--- src/irc_map.svh ---
// register offsets, field positions and reset values of the i2c core
`ifndef IRC_MAP_SVH
`define IRC_MAP_SVH
`define IRC_A_CTRL1   8'h00
`define IRC_A_CTRL2   8'h04
`define IRC_A_CTRL3   8'h08
`define IRC_A_STAT    8'h0c
`define IRC_A_FLAGS   8'h10
`define IRC_A_BUF     8'h14
`define IRC_A_ADDR    8'h18
`define IRC_A_MASK    8'h1c
`define IRC_A_PINS    8'h20
`define IRC_C1_EN     0
`define IRC_C1_CKP    1
`define IRC_C1_MODE   5:2
`define IRC_C2_SEN    0
`define IRC_C2_PEN    2
`define IRC_C2_RCEN   3
`define IRC_C2_ACKEN  4
`define IRC_C2_ACK_VALUE_SELECT  5
`define IRC_C2_ACKST  6
`define IRC_C2_GENERAL_CALL_ENABLE   7
`define IRC_C2_CMDS   4:0
`define IRC_C3_ADDRESS_HOLD_ENABLE   0
`define IRC_ST_BF     0
`define IRC_ST_UA     1
`define IRC_ST_S      2
`define IRC_ST_P      3
`define IRC_ST_RW     4
`define IRC_ST_DA     5
`define IRC_FL_IRQ    0
`define IRC_FL_WRITE_COLLISION_FLAG   1
`define IRC_FL_BCL    2
`define IRC_PN_SDA    0
`define IRC_PN_SCL    1
`define IRC_MODE_S7   4'h6
`define IRC_MODE_S10  4'h7
`define IRC_MODE_MST  4'h8
`define IRC_MODE_FWM  4'hb
`define IRC_C1_RST    8'h02
`define IRC_MASK_RST  8'hff
`define IRC_GC_ADDR   8'h00
`define IRC_TEN_HDR   5'h1e
`define IRC_RESP_OK   2'h0
`define IRC_RESP_ERR  2'h2
`endif

--- src/irc_pkg.sv ---
// types shared by the i2c core files
package irc_pkg;
	typedef enum logic [5:0] {
		M_IDLE = 6'h01,
		M_ST1  = 6'h02,
		M_ST2  = 6'h04,
		M_HOLD = 6'h08,
		M_BIT  = 6'h10,
		M_STOP = 6'h20
	} irc_mst_type;
	typedef struct packed {
		logic        awvalid;
		logic [7:0]  awaddr;
		logic        wvalid;
		logic [31:0] wdata;
		logic [3:0]  wstrb;
		logic        bready;
		logic        arvalid;
		logic [7:0]  araddr;
		logic        rready;
	} irc_axi_req_type;
	typedef struct packed {
		logic        awready;
		logic        wready;
		logic        bvalid;
		logic [1:0]  bresp;
		logic        arready;
		logic        rvalid;
		logic [31:0] rdata;
		logic [1:0]  rresp;
	} irc_axi_rsp_type;
endpackage

--- src/irc_core.sv ---
// i2c port core: axi4-lite registers, slave matcher, master start engine
// Operation
// with clock hold cleared, only hold the clock once it is already low
// held clock stays low until software releases it
// general call enable acknowledges address zero regardless of own address
// all-zero write address raises the port interrupt flag
// general call in ten-bit mode leaves update-address clear
// address hold stretches after eighth fall; software picks ack and releases
// mask zero bits make received address bits don't-care
// address mask resets to all ones
// seven-bit mask covers bits 7:1, ten-bit only the low byte
// master drives pins low only when needed, otherwise releases them
// start and stop status clear on reset and when disabled
// firmware master mode: only start and stop detection in hardware
// master sets port flag on start, stop, byte, ack completion
// buffer write before start completes is dropped, write collision set
// in master mode flag follows generate bit self-clear, not detection
// master transmit: eight bits out, then one ack bit in
// master receive: eight bits in, ack sent on request
// divider waits for clock high, then reloads for the high phase
// buffer write during any sequence is dropped, write collision set
// low five command bits ignored while a start is pending
// start: time one period high, pull data low, time again, self-clear
// low lines at start or clock drop aborts with collision flag
// setting clock hold releases the held clock
`timescale 1ns/100ps
`include "irc_map.svh"
module irc_core #(
	parameter int DIV_W = 8
) (
	input  wire logic                     clock,   // 250 MHz core clock
	input  wire logic                     rst,     // async reset, active high
	input  wire irc_pkg::irc_axi_req_type axiReq,  // axi4-lite requests
	output irc_pkg::irc_axi_rsp_type      axiRsp,  // axi4-lite answers
	input  wire logic                     sclIn,   // bus clock pin level
	output logic                          sclOut,  // bus clock drive value
	output logic                          sclOeN,  // low while clock pulled
	input  wire logic                     sdaIn,   // bus data pin level
	output logic                          sdaOut,  // bus data drive value
	output logic                          sdaOeN   // low while data pulled
);
	import irc_pkg::*;

	typedef struct packed {
		irc_mst_type     mst;
		logic [7:0]      ctrl1;
		logic [7:0]      ctrl2;
		logic [7:0]      ctrl3;
		logic [7:0]      stat;
		logic [7:0]      flags;
		logic [7:0]      xferBuf;
		logic [7:0]      ownAddr;
		logic [7:0]      addrMask;
		logic [7:0]      pins;
		logic [7:0]      shift;
		logic [3:0]      bitCnt;
		logic [3:0]      nBits;
		logic            rxMode;
		logic            hiPhase;
		logic            hiRun;
		logic [1:0]      stopPh;
		logic            sclPrev;
		logic            sdaPrev;
		logic [3:0]      sCnt;
		logic [1:0]      sStage;
		logic            sActive;
		logic            sAck;
		logic            sSwAck;
		logic            uaHold;
		logic            sclRel;
		logic            sdaRel;
		logic            drvLevel;
		logic            awGot;
		logic            wGot;
		logic [7:0]      awAddr;
		logic [7:0]      wData;
		logic            wLane;
		irc_axi_rsp_type rsp;
	} irc_state_type;

	irc_state_type s_r;
	irc_state_type s_nxt;
	logic          brgLoad;
	logic          brgTick;

	if (DIV_W != 8)
		$error("irc_core: divider reload is the 8-bit address register");

	// offsets that answer okay; everything else gets slverr
	function automatic logic regKnown(input logic [7:0] a);
		case (a)
			`IRC_A_CTRL1, `IRC_A_CTRL2, `IRC_A_CTRL3, `IRC_A_STAT,
			`IRC_A_FLAGS, `IRC_A_BUF, `IRC_A_ADDR, `IRC_A_MASK,
			`IRC_A_PINS: regKnown = 1'b1;
			default:     regKnown = 1'b0;
		endcase
	endfunction

	// compare address bits from lsb upward with mask zeros as don't-care
	function automatic logic maskMatch(input logic [7:0] rx,
		input logic [7:0] own, input logic [7:0] msk, input logic lsb);
		logic [7:0] diff;
		diff = (rx ^ own) & msk;
		if (lsb)
			diff[0] = 1'b0;
		maskMatch = (diff == 8'h00);
	endfunction

	irc_rate_div #(
		.DIV_W (DIV_W)
	) u_div (
		.clock  (clock),
		.rst    (rst),
		.load   (brgLoad),
		.reload (s_r.ownAddr),
		.tick   (brgTick)
	);

	// whole next state in one place; hardware sets come after writes
	always_comb
	begin
		irc_state_type s;
		logic          doWr;
		logic          wr;
		logic [7:0]    d;
		logic          en;
		logic [3:0]    mode;
		logic          master;
		logic          slave;
		logic          bufGo;
		logic          startDet;
		logic          stopDet;
		logic          sclRise;
		logic          sclFall;
		logic          rxBit;
		logic [7:0]    rxByte;
		logic          hit;
		logic          holdReq;
		s = s_r;
		s_nxt = s_r;
		brgLoad = 1'b0;
		en = s.ctrl1[`IRC_C1_EN];
		mode = s.ctrl1[`IRC_C1_MODE];
		master = (mode == `IRC_MODE_MST);
		slave = (mode == `IRC_MODE_S7) || (mode == `IRC_MODE_S10);
		bufGo = 1'b0;
		rxByte = s.shift;
		hit = 1'b0;
		holdReq = 1'b0;
		rxBit = s.rxMode || (s.bitCnt == 4'h8);

		// axi write: address and data latched in either order
		if (axiReq.awvalid && s.rsp.awready)
		begin
			s_nxt.awGot = 1'b1;
			s_nxt.awAddr = axiReq.awaddr;
		end
		if (axiReq.wvalid && s.rsp.wready)
		begin
			s_nxt.wGot = 1'b1;
			s_nxt.wData = axiReq.wdata[7:0];
			s_nxt.wLane = axiReq.wstrb[0];
		end
		doWr = s.awGot && s.wGot && !s.rsp.bvalid;
		wr = doWr && s.wLane;
		d = s.wData;
		if (s.rsp.bvalid && axiReq.bready)
			s_nxt.rsp.bvalid = 1'b0;
		if (doWr)
		begin
			s_nxt.awGot = 1'b0;
			s_nxt.wGot = 1'b0;
			s_nxt.rsp.bvalid = 1'b1;
			s_nxt.rsp.bresp = regKnown(s.awAddr) ? `IRC_RESP_OK
				: `IRC_RESP_ERR;
		end
		s_nxt.rsp.awready = !s_nxt.awGot && !s_nxt.rsp.bvalid;
		s_nxt.rsp.wready = !s_nxt.wGot && !s_nxt.rsp.bvalid;

		// axi read: one word answered the cycle after the address
		if (s.rsp.rvalid && axiReq.rready)
			s_nxt.rsp.rvalid = 1'b0;
		if (axiReq.arvalid && s.rsp.arready)
		begin
			s_nxt.rsp.rvalid = 1'b1;
			s_nxt.rsp.rresp = regKnown(axiReq.araddr) ? `IRC_RESP_OK
				: `IRC_RESP_ERR;
			case (axiReq.araddr)
				`IRC_A_CTRL1: s_nxt.rsp.rdata = {24'h000000, s.ctrl1};
				`IRC_A_CTRL2: s_nxt.rsp.rdata = {24'h000000, s.ctrl2};
				`IRC_A_CTRL3: s_nxt.rsp.rdata = {24'h000000, s.ctrl3};
				`IRC_A_STAT:  s_nxt.rsp.rdata = {24'h000000, s.stat};
				`IRC_A_FLAGS: s_nxt.rsp.rdata = {24'h000000, s.flags};
				`IRC_A_BUF:   s_nxt.rsp.rdata = {24'h000000, s.xferBuf};
				`IRC_A_ADDR:  s_nxt.rsp.rdata = {24'h000000, s.ownAddr};
				`IRC_A_MASK:  s_nxt.rsp.rdata = {24'h000000, s.addrMask};
				`IRC_A_PINS:  s_nxt.rsp.rdata = {30'h0, sclIn, sdaIn};
				default:      s_nxt.rsp.rdata = 32'h00000000;
			endcase
			// reading the buffer empties it
			if (axiReq.araddr == `IRC_A_BUF)
				s_nxt.stat[`IRC_ST_BF] = 1'b0;
		end
		s_nxt.rsp.arready = !s_nxt.rsp.rvalid;

		// register writes; ack status stays hardware-owned
		if (wr)
		begin
			case (s.awAddr)
				`IRC_A_CTRL1: s_nxt.ctrl1 = d;
				`IRC_A_CTRL2:
				begin
					if (s.ctrl2[`IRC_C2_SEN])
						s_nxt.ctrl2[7:5] = d[7:5];
					else
						s_nxt.ctrl2 = d;
					s_nxt.ctrl2[`IRC_C2_ACKST] = s.ctrl2[`IRC_C2_ACKST];
				end
				`IRC_A_CTRL3: s_nxt.ctrl3 = d;
				`IRC_A_FLAGS: s_nxt.flags = s.flags & ~d;
				`IRC_A_ADDR:
				begin
					s_nxt.ownAddr = d;
					s_nxt.uaHold = 1'b0;
				end
				`IRC_A_MASK:  s_nxt.addrMask = d;
				`IRC_A_PINS:  s_nxt.pins = d;
				`IRC_A_BUF:
				begin
					// master may only load while parked between steps
					if (master && (s.mst != M_IDLE && s.mst != M_HOLD
						|| s.ctrl2[`IRC_C2_SEN] || s.ctrl2[`IRC_C2_PEN]))
						s_nxt.flags[`IRC_FL_WRITE_COLLISION_FLAG] = 1'b1;
					else
					begin
						s_nxt.xferBuf = d;
						bufGo = master && (s.mst == M_HOLD);
					end
				end
				default: ;
			endcase
		end

		// bus condition detection runs in every enabled mode
		s_nxt.sclPrev = sclIn;
		s_nxt.sdaPrev = sdaIn;
		startDet = s.sclPrev && sclIn && s.sdaPrev && !sdaIn;
		stopDet = s.sclPrev && sclIn && !s.sdaPrev && sdaIn;
		sclRise = !s.sclPrev && sclIn;
		sclFall = s.sclPrev && !sclIn;
		if (startDet)
		begin
			s_nxt.stat[`IRC_ST_S] = 1'b1;
			s_nxt.stat[`IRC_ST_P] = 1'b0;
		end
		if (stopDet)
		begin
			s_nxt.stat[`IRC_ST_P] = 1'b1;
			s_nxt.stat[`IRC_ST_S] = 1'b0;
		end

		// master engine; detection raises no flag here
		if (master)
		begin
			case (s.mst)
				M_IDLE:
				begin
					s_nxt.sclRel = 1'b1;
					s_nxt.sdaRel = 1'b1;
					if (s.ctrl2[`IRC_C2_SEN])
					begin
						if (sclIn && sdaIn)
						begin
							brgLoad = 1'b1;
							s_nxt.mst = M_ST1;
						end
						else if (!sclIn && !sdaIn)
						begin
							s_nxt.flags[`IRC_FL_BCL] = 1'b1;
							s_nxt.ctrl2[`IRC_C2_SEN] = 1'b0;
						end
					end
				end
				M_ST1:
				begin
					if (brgTick && sclIn && sdaIn)
					begin
						s_nxt.sdaRel = 1'b0;
						s_nxt.stat[`IRC_ST_S] = 1'b1;
						brgLoad = 1'b1;
						s_nxt.mst = M_ST2;
					end
					else if (!sclIn || brgTick)
					begin
						s_nxt.flags[`IRC_FL_BCL] = 1'b1;
						s_nxt.ctrl2[`IRC_C2_SEN] = 1'b0;
						s_nxt.mst = M_IDLE;
					end
				end
				M_ST2:
					if (brgTick)
					begin
						s_nxt.ctrl2[`IRC_C2_SEN] = 1'b0;
						s_nxt.flags[`IRC_FL_IRQ] = 1'b1;
						s_nxt.mst = M_HOLD;
					end
				M_HOLD:
				begin
					s_nxt.bitCnt = 4'h0;
					s_nxt.hiPhase = 1'b0;
					s_nxt.hiRun = 1'b0;
					if (bufGo)
					begin
						s_nxt.shift = d;
						s_nxt.nBits = 4'h9;
						s_nxt.rxMode = 1'b0;
						s_nxt.stat[`IRC_ST_BF] = 1'b1;
					end
					else if (s.ctrl2[`IRC_C2_PEN])
					begin
						s_nxt.stopPh = 2'h0;
						s_nxt.sclRel = 1'b0;
						s_nxt.sdaRel = 1'b0;
						brgLoad = 1'b1;
						s_nxt.mst = M_STOP;
					end
					else if (s.ctrl2[`IRC_C2_RCEN])
					begin
						s_nxt.nBits = 4'h8;
						s_nxt.rxMode = 1'b1;
					end
					else if (s.ctrl2[`IRC_C2_ACKEN])
					begin
						s_nxt.shift = {s.ctrl2[`IRC_C2_ACK_VALUE_SELECT], 7'h00};
						s_nxt.nBits = 4'h1;
						s_nxt.rxMode = 1'b0;
					end
					if (bufGo || (!s.ctrl2[`IRC_C2_PEN]
						&& (s.ctrl2[`IRC_C2_RCEN] || s.ctrl2[`IRC_C2_ACKEN])))
					begin
						s_nxt.sclRel = 1'b0;
						brgLoad = 1'b1;
						s_nxt.mst = M_BIT;
					end
				end
				M_BIT:
				begin
					if (!s.hiPhase)
					begin
						s_nxt.sclRel = 1'b0;
						s_nxt.sdaRel = rxBit ? 1'b1 : s.shift[7];
						if (brgTick)
						begin
							s_nxt.sclRel = 1'b1;
							s_nxt.hiPhase = 1'b1;
						end
					end
					else
					begin
						// divider idles while another device stretches
						if (!s.hiRun && sclIn)
						begin
							brgLoad = 1'b1;
							s_nxt.hiRun = 1'b1;
						end
						if (s.hiRun && brgTick)
						begin
							s_nxt.shift = {s.shift[6:0], sdaIn};
							if (s.bitCnt == 4'h8)
								s_nxt.ctrl2[`IRC_C2_ACKST] = sdaIn;
							s_nxt.bitCnt = s.bitCnt + 4'h1;
							s_nxt.hiPhase = 1'b0;
							s_nxt.hiRun = 1'b0;
							s_nxt.sclRel = 1'b0;
							if (s.bitCnt + 4'h1 == s.nBits)
							begin
								s_nxt.flags[`IRC_FL_IRQ] = 1'b1;
								s_nxt.sdaRel = 1'b1;
								s_nxt.mst = M_HOLD;
								s_nxt.ctrl2[`IRC_C2_ACKEN] = 1'b0;
								if (s.rxMode)
								begin
									s_nxt.xferBuf = {s.shift[6:0], sdaIn};
									s_nxt.stat[`IRC_ST_BF] = 1'b1;
									s_nxt.ctrl2[`IRC_C2_RCEN] = 1'b0;
								end
								else if (s.nBits == 4'h9)
									s_nxt.stat[`IRC_ST_BF] = 1'b0;
							end
							else
								brgLoad = 1'b1;
						end
					end
				end
				M_STOP:
				begin
					if (s.stopPh == 2'h0 && brgTick)
					begin
						s_nxt.sclRel = 1'b1;
						s_nxt.hiRun = 1'b0;
						s_nxt.stopPh = 2'h1;
					end
					else if (s.stopPh == 2'h1)
					begin
						if (!s.hiRun && sclIn)
						begin
							brgLoad = 1'b1;
							s_nxt.hiRun = 1'b1;
						end
						if (s.hiRun && brgTick)
						begin
							s_nxt.sdaRel = 1'b1;
							brgLoad = 1'b1;
							s_nxt.stopPh = 2'h2;
						end
					end
					else if (s.stopPh == 2'h2 && brgTick)
					begin
						s_nxt.ctrl2[`IRC_C2_PEN] = 1'b0;
						s_nxt.flags[`IRC_FL_IRQ] = 1'b1;
						s_nxt.mst = M_IDLE;
					end
				end
				default: s_nxt.mst = M_IDLE;
			endcase
		end
		else
		begin
			s_nxt.mst = M_IDLE;
			s_nxt.sclRel = 1'b1;
			s_nxt.sdaRel = 1'b1;
		end

		// software owns the lines; hardware keeps only detection
		if (mode == `IRC_MODE_FWM)
		begin
			s_nxt.sclRel = !s.pins[`IRC_PN_SCL];
			s_nxt.sdaRel = !s.pins[`IRC_PN_SDA];
		end

		// slave receiver: bits in on rising clock, decide on 8th fall
		if (slave)
		begin
			if (s.sAck)
				s_nxt.sdaRel = s.sSwAck ? s.ctrl2[`IRC_C2_ACK_VALUE_SELECT] : 1'b0;
			if (s.sActive && sclRise && !s.sAck)
			begin
				s_nxt.shift = {s.shift[6:0], sdaIn};
				s_nxt.sCnt = s.sCnt + 4'h1;
			end
			if (s.sActive && sclFall)
			begin
				if (s.sAck)
				begin
					s_nxt.sAck = 1'b0;
					s_nxt.sdaRel = 1'b1;
					s_nxt.sCnt = 4'h0;
				end
				else if (s.sCnt == 4'h8)
				begin
					s_nxt.sCnt = 4'h0;
					if (s.sStage == 2'h0)
					begin
						s_nxt.stat[`IRC_ST_RW] = rxByte[0];
						s_nxt.stat[`IRC_ST_DA] = 1'b0;
						if (s.ctrl2[`IRC_C2_GENERAL_CALL_ENABLE]
							&& rxByte == `IRC_GC_ADDR)
						begin
							hit = 1'b1;
							s_nxt.sStage = 2'h2;
						end
						else if (mode == `IRC_MODE_S10)
						begin
							// high byte compared exactly, mask unused
							hit = (rxByte[7:3] == `IRC_TEN_HDR)
								&& (rxByte[2:1] == s.ownAddr[2:1]);
							s_nxt.stat[`IRC_ST_UA] = hit;
							s_nxt.uaHold = hit;
							s_nxt.sStage = 2'h1;
						end
						else
						begin
							hit = maskMatch(rxByte, s.ownAddr,
								s.addrMask, 1'b1);
							s_nxt.sStage = 2'h2;
						end
					end
					else if (s.sStage == 2'h1)
					begin
						hit = maskMatch(rxByte, s.ownAddr,
							s.addrMask, 1'b0);
						// low byte mismatch still interrupts so software
						// can put the high address back
						s_nxt.stat[`IRC_ST_UA] = 1'b1;
						s_nxt.flags[`IRC_FL_IRQ] = 1'b1;
						s_nxt.uaHold = 1'b1;
						s_nxt.sStage = 2'h2;
					end
					else
					begin
						hit = 1'b1;
						s_nxt.stat[`IRC_ST_DA] = 1'b1;
					end
					// foreign addresses get no ack and no flag, except a ten-bit low byte mismatch, which still flags
					if (hit)
					begin
						s_nxt.flags[`IRC_FL_IRQ] = 1'b1;
						s_nxt.xferBuf = rxByte;
						s_nxt.stat[`IRC_ST_BF] = 1'b1;
						s_nxt.sAck = 1'b1;
						s_nxt.sSwAck = s.ctrl3[`IRC_C3_ADDRESS_HOLD_ENABLE]
							&& (s.sStage != 2'h2);
						if (s.ctrl3[`IRC_C3_ADDRESS_HOLD_ENABLE] && s.sStage != 2'h2)
						begin
							s_nxt.ctrl1[`IRC_C1_CKP] = 1'b0;
							s_nxt.sdaRel = s.ctrl2[`IRC_C2_ACK_VALUE_SELECT];
						end
						else
							s_nxt.sdaRel = 1'b0;
					end
					else
						s_nxt.sActive = 1'b0;
				end
			end
			if (startDet)
			begin
				s_nxt.sActive = 1'b1;
				s_nxt.sCnt = 4'h0;
				s_nxt.sStage = 2'h0;
				s_nxt.sAck = 1'b0;
				s_nxt.sdaRel = 1'b1;
			end
			if (stopDet)
			begin
				s_nxt.sActive = 1'b0;
				s_nxt.sAck = 1'b0;
				s_nxt.sdaRel = 1'b1;
			end
			// never pull a high clock: join only once it is low
			holdReq = !s_nxt.ctrl1[`IRC_C1_CKP] || s.uaHold;
			s_nxt.sclRel = !(holdReq && (!s.sclRel || !sclIn));
		end
		else
		begin
			s_nxt.sActive = 1'b0;
			s_nxt.sAck = 1'b0;
			s_nxt.uaHold = 1'b0;
		end

		// disabled port forgets bus state and lets go of both lines
		if (!en)
		begin
			s_nxt.stat[`IRC_ST_S] = 1'b0;
			s_nxt.stat[`IRC_ST_P] = 1'b0;
			s_nxt.mst = M_IDLE;
			s_nxt.sActive = 1'b0;
			s_nxt.sAck = 1'b0;
			s_nxt.uaHold = 1'b0;
			s_nxt.sclRel = 1'b1;
			s_nxt.sdaRel = 1'b1;
			brgLoad = 1'b0;
		end
	end

	// one register stage for the whole state
	always_ff @(posedge clock or posedge rst)
	begin
		if (rst)
		begin
			s_r <= '0;
			s_r.mst <= M_IDLE;
			s_r.ctrl1 <= `IRC_C1_RST;
			s_r.addrMask <= `IRC_MASK_RST;
			s_r.sclPrev <= 1'b1;
			s_r.sdaPrev <= 1'b1;
			s_r.sclRel <= 1'b1;
			s_r.sdaRel <= 1'b1;
		end
		else
			s_r <= s_nxt;
	end

	// open-drain pins: drive value is the constant low level
	assign axiRsp = s_r.rsp;
	assign sclOut = s_r.drvLevel;
	assign sdaOut = s_r.drvLevel;
	assign sclOeN = s_r.sclRel;
	assign sdaOeN = s_r.sdaRel;
endmodule

--- src/irc_rate_div.sv ---
// reloadable down counter that times one bus clock phase
`timescale 1ns/100ps
module irc_rate_div #(
	parameter int DIV_W = 8
) (
	input  wire logic             clock,   // core clock
	input  wire logic             rst,     // async reset, active high
	input  wire logic             load,    // reload and start counting
	input  wire logic [DIV_W-1:0] reload,  // period minus one
	output logic                  tick     // period elapsed
);
	logic [DIV_W-1:0] cnt_r;
	logic             run_r;

	// a period is reload+1 cycles, so zero still gives one cycle
	if (DIV_W < 1 || DIV_W > 16)
		$error("irc_rate_div: DIV_W out of range");

	assign tick = run_r && (cnt_r == '0);

	// count stops after the timeout until the next load
	always_ff @(posedge clock or posedge rst)
	begin
		if (rst)
		begin
			cnt_r <= '0;
			run_r <= 1'b0;
		end
		else if (load)
		begin
			cnt_r <= reload;
			run_r <= 1'b1;
		end
		else if (tick)
			run_r <= 1'b0;
		else if (run_r)
			cnt_r <= cnt_r - 1'b1;
	end
endmodule

--- config.mk ---
export PLATFORM = sky130hd
export DESIGN_NAME = irc_core
export DESIGN_NICKNAME = d
export VERILOG_FILES = /design/src/irc_pkg.sv /design/src/irc_core.sv /design/src/irc_rate_div.sv
export VERILOG_INCLUDE_DIRS = /design/src
export SDC_FILE = /design/constraint.sdc
export NUM_CORES = 1
export LEC_CHECK = 0
export ABC_AREA = 1
export BUFFER_PORTS_ARGS = -buffer_cell sky130_fd_sc_hd__buf_2
export CAP_MARGIN = 15
export CORE_UTILIZATION = 50
export DETAILED_ROUTE_END_ITERATION = 12
export GPL_ROUTABILITY_DRIVEN = 0
export HOLD_SLACK_MARGIN = 0.06
export PLACE_DENSITY = 0.7
export SYNTH_ARGS = -nofsm -noshare
export SYNTH_HDL_FRONTEND = slang
export SYNTH_SLANG_ARGS = --single-unit
--- constraint.sdc ---
create_clock -name clock -period 7.7 [get_ports clock]
set_clock_uncertainty 0.05 [all_clocks]
set_input_delay 0 -clock clock [delete_from_list [all_inputs] [get_ports clock]]
set_output_delay 0 -clock clock [all_outputs]
set_load 0.01 [all_outputs]
==> impl_metrics.tcl <==
set metrics [dict create \
    gr-total-overflow 0 \
    setup-tns-final_ns 0 \
    critical_path.max_fanout 10 \
    wire_per_inst_um 17.4 \
    clk_latency_ns 0.44 \
    proportion_of_power_drawn_by_the_clock_network_pct 35.2 \
    synth_largest_area_cell "sky130_fd_sc_hd__dfrtp_1" \
    numPortBuffers 50 \
    pin_count_of_the_biggest_net_entering_global_routing 82 \
    worst_ir_drop_vdd_v 0.000213 \
    globalRouteMet1Util_pct 40.6 \
    critPathArrivalTime_ns 2.87 \
    fin_crit_period_ns 2.55 \
    grt_busiest_layer "met2" \
    drive_above_1_share_pct 12.5 \
    drt_first_iter_violations 880 \
    p_leak_nw 4.68 \
    commonest_non_fill_non_tap_cell_in_the_layout "sky130_fd_sc_hd__nand2_1" \
    outcome "complete, no violations" \
    max_cap_violations 0 \
    synthesis.instances 1159 \
    timing.critical_path.mode_cell "sky130_fd_sc_hd__nor2_1" \
    clock.fmax_ghz 0.392 \
    crit_chain "inv_1 -> nand3_2 -> nor2_8 -> nand4_2 -> nor2_1 -> nand2_1 -> nor2_1 -> a21oi_1 -> a31oi_1" \
    gr-usage-all-layers_pct 29.5 \
    ys_ff_latch 146 \
    timing.final.hold_violations 0 \
    finalPower_mw 2.31 \
    rsz0062_at_grt "false" \
    ys.warnings.count 0 \
    layout.filler_cells 1533 \
    intPower_mw 1.48 \
    tritoncts_num_sinks 146 \
    end_kind "register" \
    fin_crit_sh_pct 33.1 \
    vias_per_cell 5.67 \
    globalRouteMet3Util_pct 4.99 \
    antenna_found_initial 0 \
    reported_net_switching_power_mw 0.832 \
    post_drt_antenna_nets 0 \
    timing_worst_slew_pin_value_ns 1.02 \
    cp.required_ns 8.02 \
    detail_route.wirelength_um 25400 \
    combinationalPowerShare_pct 21.6 \
    critical-path-slowest-cell "sky130_fd_sc_hd__nor2_1" \
    synthDistinctLibCells 59 \
    first_global_vias 7602 \
    postCtsSetupRepairBufs 0 \
    p_per_area_nw_per_um2 235 \
    max_transition_viols_final 0 \
    clock_tree_buffer_depth 2 \
    grt_first_pass_wirelength_um 40300 \
    grt_met2_use_pct 45.3 \
    cts_tree "done" \
    hpwl_um 18500 \
    synthTopCellsByArea "sky130_fd_sc_hd__dfrtp_1, sky130_fd_sc_hd__nand2_1, sky130_fd_sc_hd__inv_1, sky130_fd_sc_hd__o21ai_0, sky130_fd_sc_hd__nand3_1" \
    cts_root_buffer "sky130_fd_sc_hd__clkbuf_16" \
    ctsHtreeMaxLevel 4 \
    clk_pin_slew_worst_paths_ns 0.07 \
    syn-cell-area_um2 8720 \
    start_kind "register" \
    drt_pass1_iterations 5 \
    antennaDiodeCount 0 \
    hold_path.class "in2reg" \
    setup_violations 0 \
    remaining_drc_errors 0 \
    fp.dieH_um 134 \
    cp.buffers_inverters 1 \
    placementRows 47 \
    nNetsFinal 1296 \
    path_class "reg2reg" \
    timing.critical_path.max_delay_family "simple AND/OR/NAND/NOR gates" \
    initial_core_util_pct 51.8 \
    area_delta_synth_final_pct 12.7 \
    synthDominantCellAreaShare_pct 37.9 \
    netSwitchingFraction_pct 36.0 \
    timing.slew.headroom_pct 32.1 \
    fp.dieArea_um2 18000 \
    die_w_um 134 \
    cts_inserted_buffers 17 \
    dr_total_vias 8293 \
    sequential_fraction_of_the_synthesis_area_pct 42.1 \
    p_seq_share_pct 43.2 \
    ctsResizeCount 0 \
    core_area_um2 16800 \
    worst_hold_slack_ns 0.0784 \
    worst_stage_delay_on_the_critical_path_ns 0.60 \
    syn-mean-instance-area_um2 7.52 \
    io_pins 106 \
    mostFrequentLayoutCells "sky130_fd_sc_hd__nand2_1, sky130_fd_sc_hd__inv_1, sky130_fd_sc_hd__dfrtp_1" \
]
[registers in the layout, summed over array words and instances, names as in the netlist]
register and flops:
s_r 120, axiRsp 15, u_div.run_r 1, u_div.cnt_r 8, sclOeN 1, sdaOeN 1
[per-layer routing]
| metal | up-vias | routed length, um | share of wire, % |
|---|---|---|---|
| li1 | 3898 | - | - |
| met1 | 3899 | 10700 | 42 |
| met2 | 415 | 11500 | 45 |
| met3 | 81 | 2240 | 8.8 |
| met4 | 0 | 1020 | 4.0 |
| met5 | - | 0 | 0 |
[kinds of logic after synthesis]
group / after synthesis / share of synthesized area [%]
AOI/OAI and AO/OA: 228 / 14.8
xor gates and xnor gates: 9 / 0.904
adders and majority gates: 6 / 0.861
buffers and inverters: 226 / 12.1
DFF: 146 / 42.1
other: 1 / 0.0430
and+or+nand+nor: 543 / 29.2
[cells in the mapped netlist, drive strengths merged]
cell and n:
or4 1, nand3b 3, nand4 29, o2111ai 1
dfrtp 132, inv 162, o21a 4, clkinv 4
o22ai 13, o211ai 18, xor2 7, buf 51
dfstp 14, a21o 2, a21oi 45, and2 1
a31oi 8, a221oi 2, and3 1, nand2 289
xnor2 2, a22oi 4, nor4 4, ha 6
or3 1, or2 1, nand3 86, a32o 1
o41ai 2, conb 1, o31ai 2, nor2 103
nor3 24, o221ai 1, a211oi 1, clkbuf 9
a41oi 1, o21ai 123
[path summary, 6_finish.rpt]
path | from | endpoint | slack (ns) | depth (start not counted)
worst max-delay path | axiRsp[38]$_DFF_PP0_ | s_r[156]$_DFF_PP0_ | 5.15 | 9
worst min-delay path | axiReq[47] | s_r[47]$_DFFE_PP0P_ | 0.08 | 4
worst max register to register | axiRsp[38]$_DFF_PP0_ | s_r[156]$_DFF_PP0_ | 5.15 | 9
worst min register to register | axiRsp[34]$_DFF_PP0_ | axiRsp[35]$_DFF_PP0_ | 0.41 | 1
max in group asynchronous | rst | s_r[52]$_DFFE_PP0P_ | 6.02 | 4
min in group asynchronous | rst | s_r[56]$_DFFE_PP0P_ | 0.14 | 3
[through the flow]
| step | std cells | util (%) | setup WS (ns) | cell area, um2 |
|---|---|---|---|---|
| 2_1_floorplan | 1186 | - | 3.75 | 8820 |
| 3_3_place_gp | 1397 | 53.1 | 5.23 | 8930 |
| 3_5_place_dp | 1397 | 53.1 | 5.26 | 8930 |
| 4_1_cts | 1462 | 58.4 | 5.23 | 9830 |
| 5_1_grt | 1462 | 58.4 | 5.03 | 9830 |
| 6_report | 1462 | 58.4 | 5.15 | 9830 |
[timing repair]
action,CTS,global route
hold endpoints to repair,94,0
hold buffers,33,0
setup endpoints to repair,0,0
[worst reg2reg max path: stages, from the launching register on]
cell	delay, ns
sky130_fd_sc_hd__dfrtp_1	0.38
sky130_fd_sc_hd__inv_1	0.08
sky130_fd_sc_hd__nand3_2	0.17
sky130_fd_sc_hd__nor2_8	0.24
sky130_fd_sc_hd__nand4_2	0.13
sky130_fd_sc_hd__nor2_1	0.60
sky130_fd_sc_hd__nand2_1	0.42
sky130_fd_sc_hd__nor2_1	0.19
sky130_fd_sc_hd__a21oi_1	0.08
sky130_fd_sc_hd__a31oi_1	0.15
[power by group through the flow]
stage / Sequential (mW) / Combinational (mW) / Clock [mW]
detailed placement: 1.01 / 0.438 / 0
global placement: 1.00 / 0.429 / 0
floorplan: 0.964 / 0.337 / 0
CTS: 0.994 / 0.488 / 0.816
global route: 1.01 / 0.557 / 0.853
finish: 0.999 / 0.499 / 0.813
[layout make-up]
class	count	area, um2	share of cell area (%)
multi-input combinational	814	4100	41.7
sequential	146	3670	37.4
inverter	166	632	6.43
timing repair buffer	84	588	5.98
clock buffer	17	425	4.33
tap	220	275	2.80
clock inverter	15	139	1.41
Note: power is estimated with default switching activity, not from simulation.
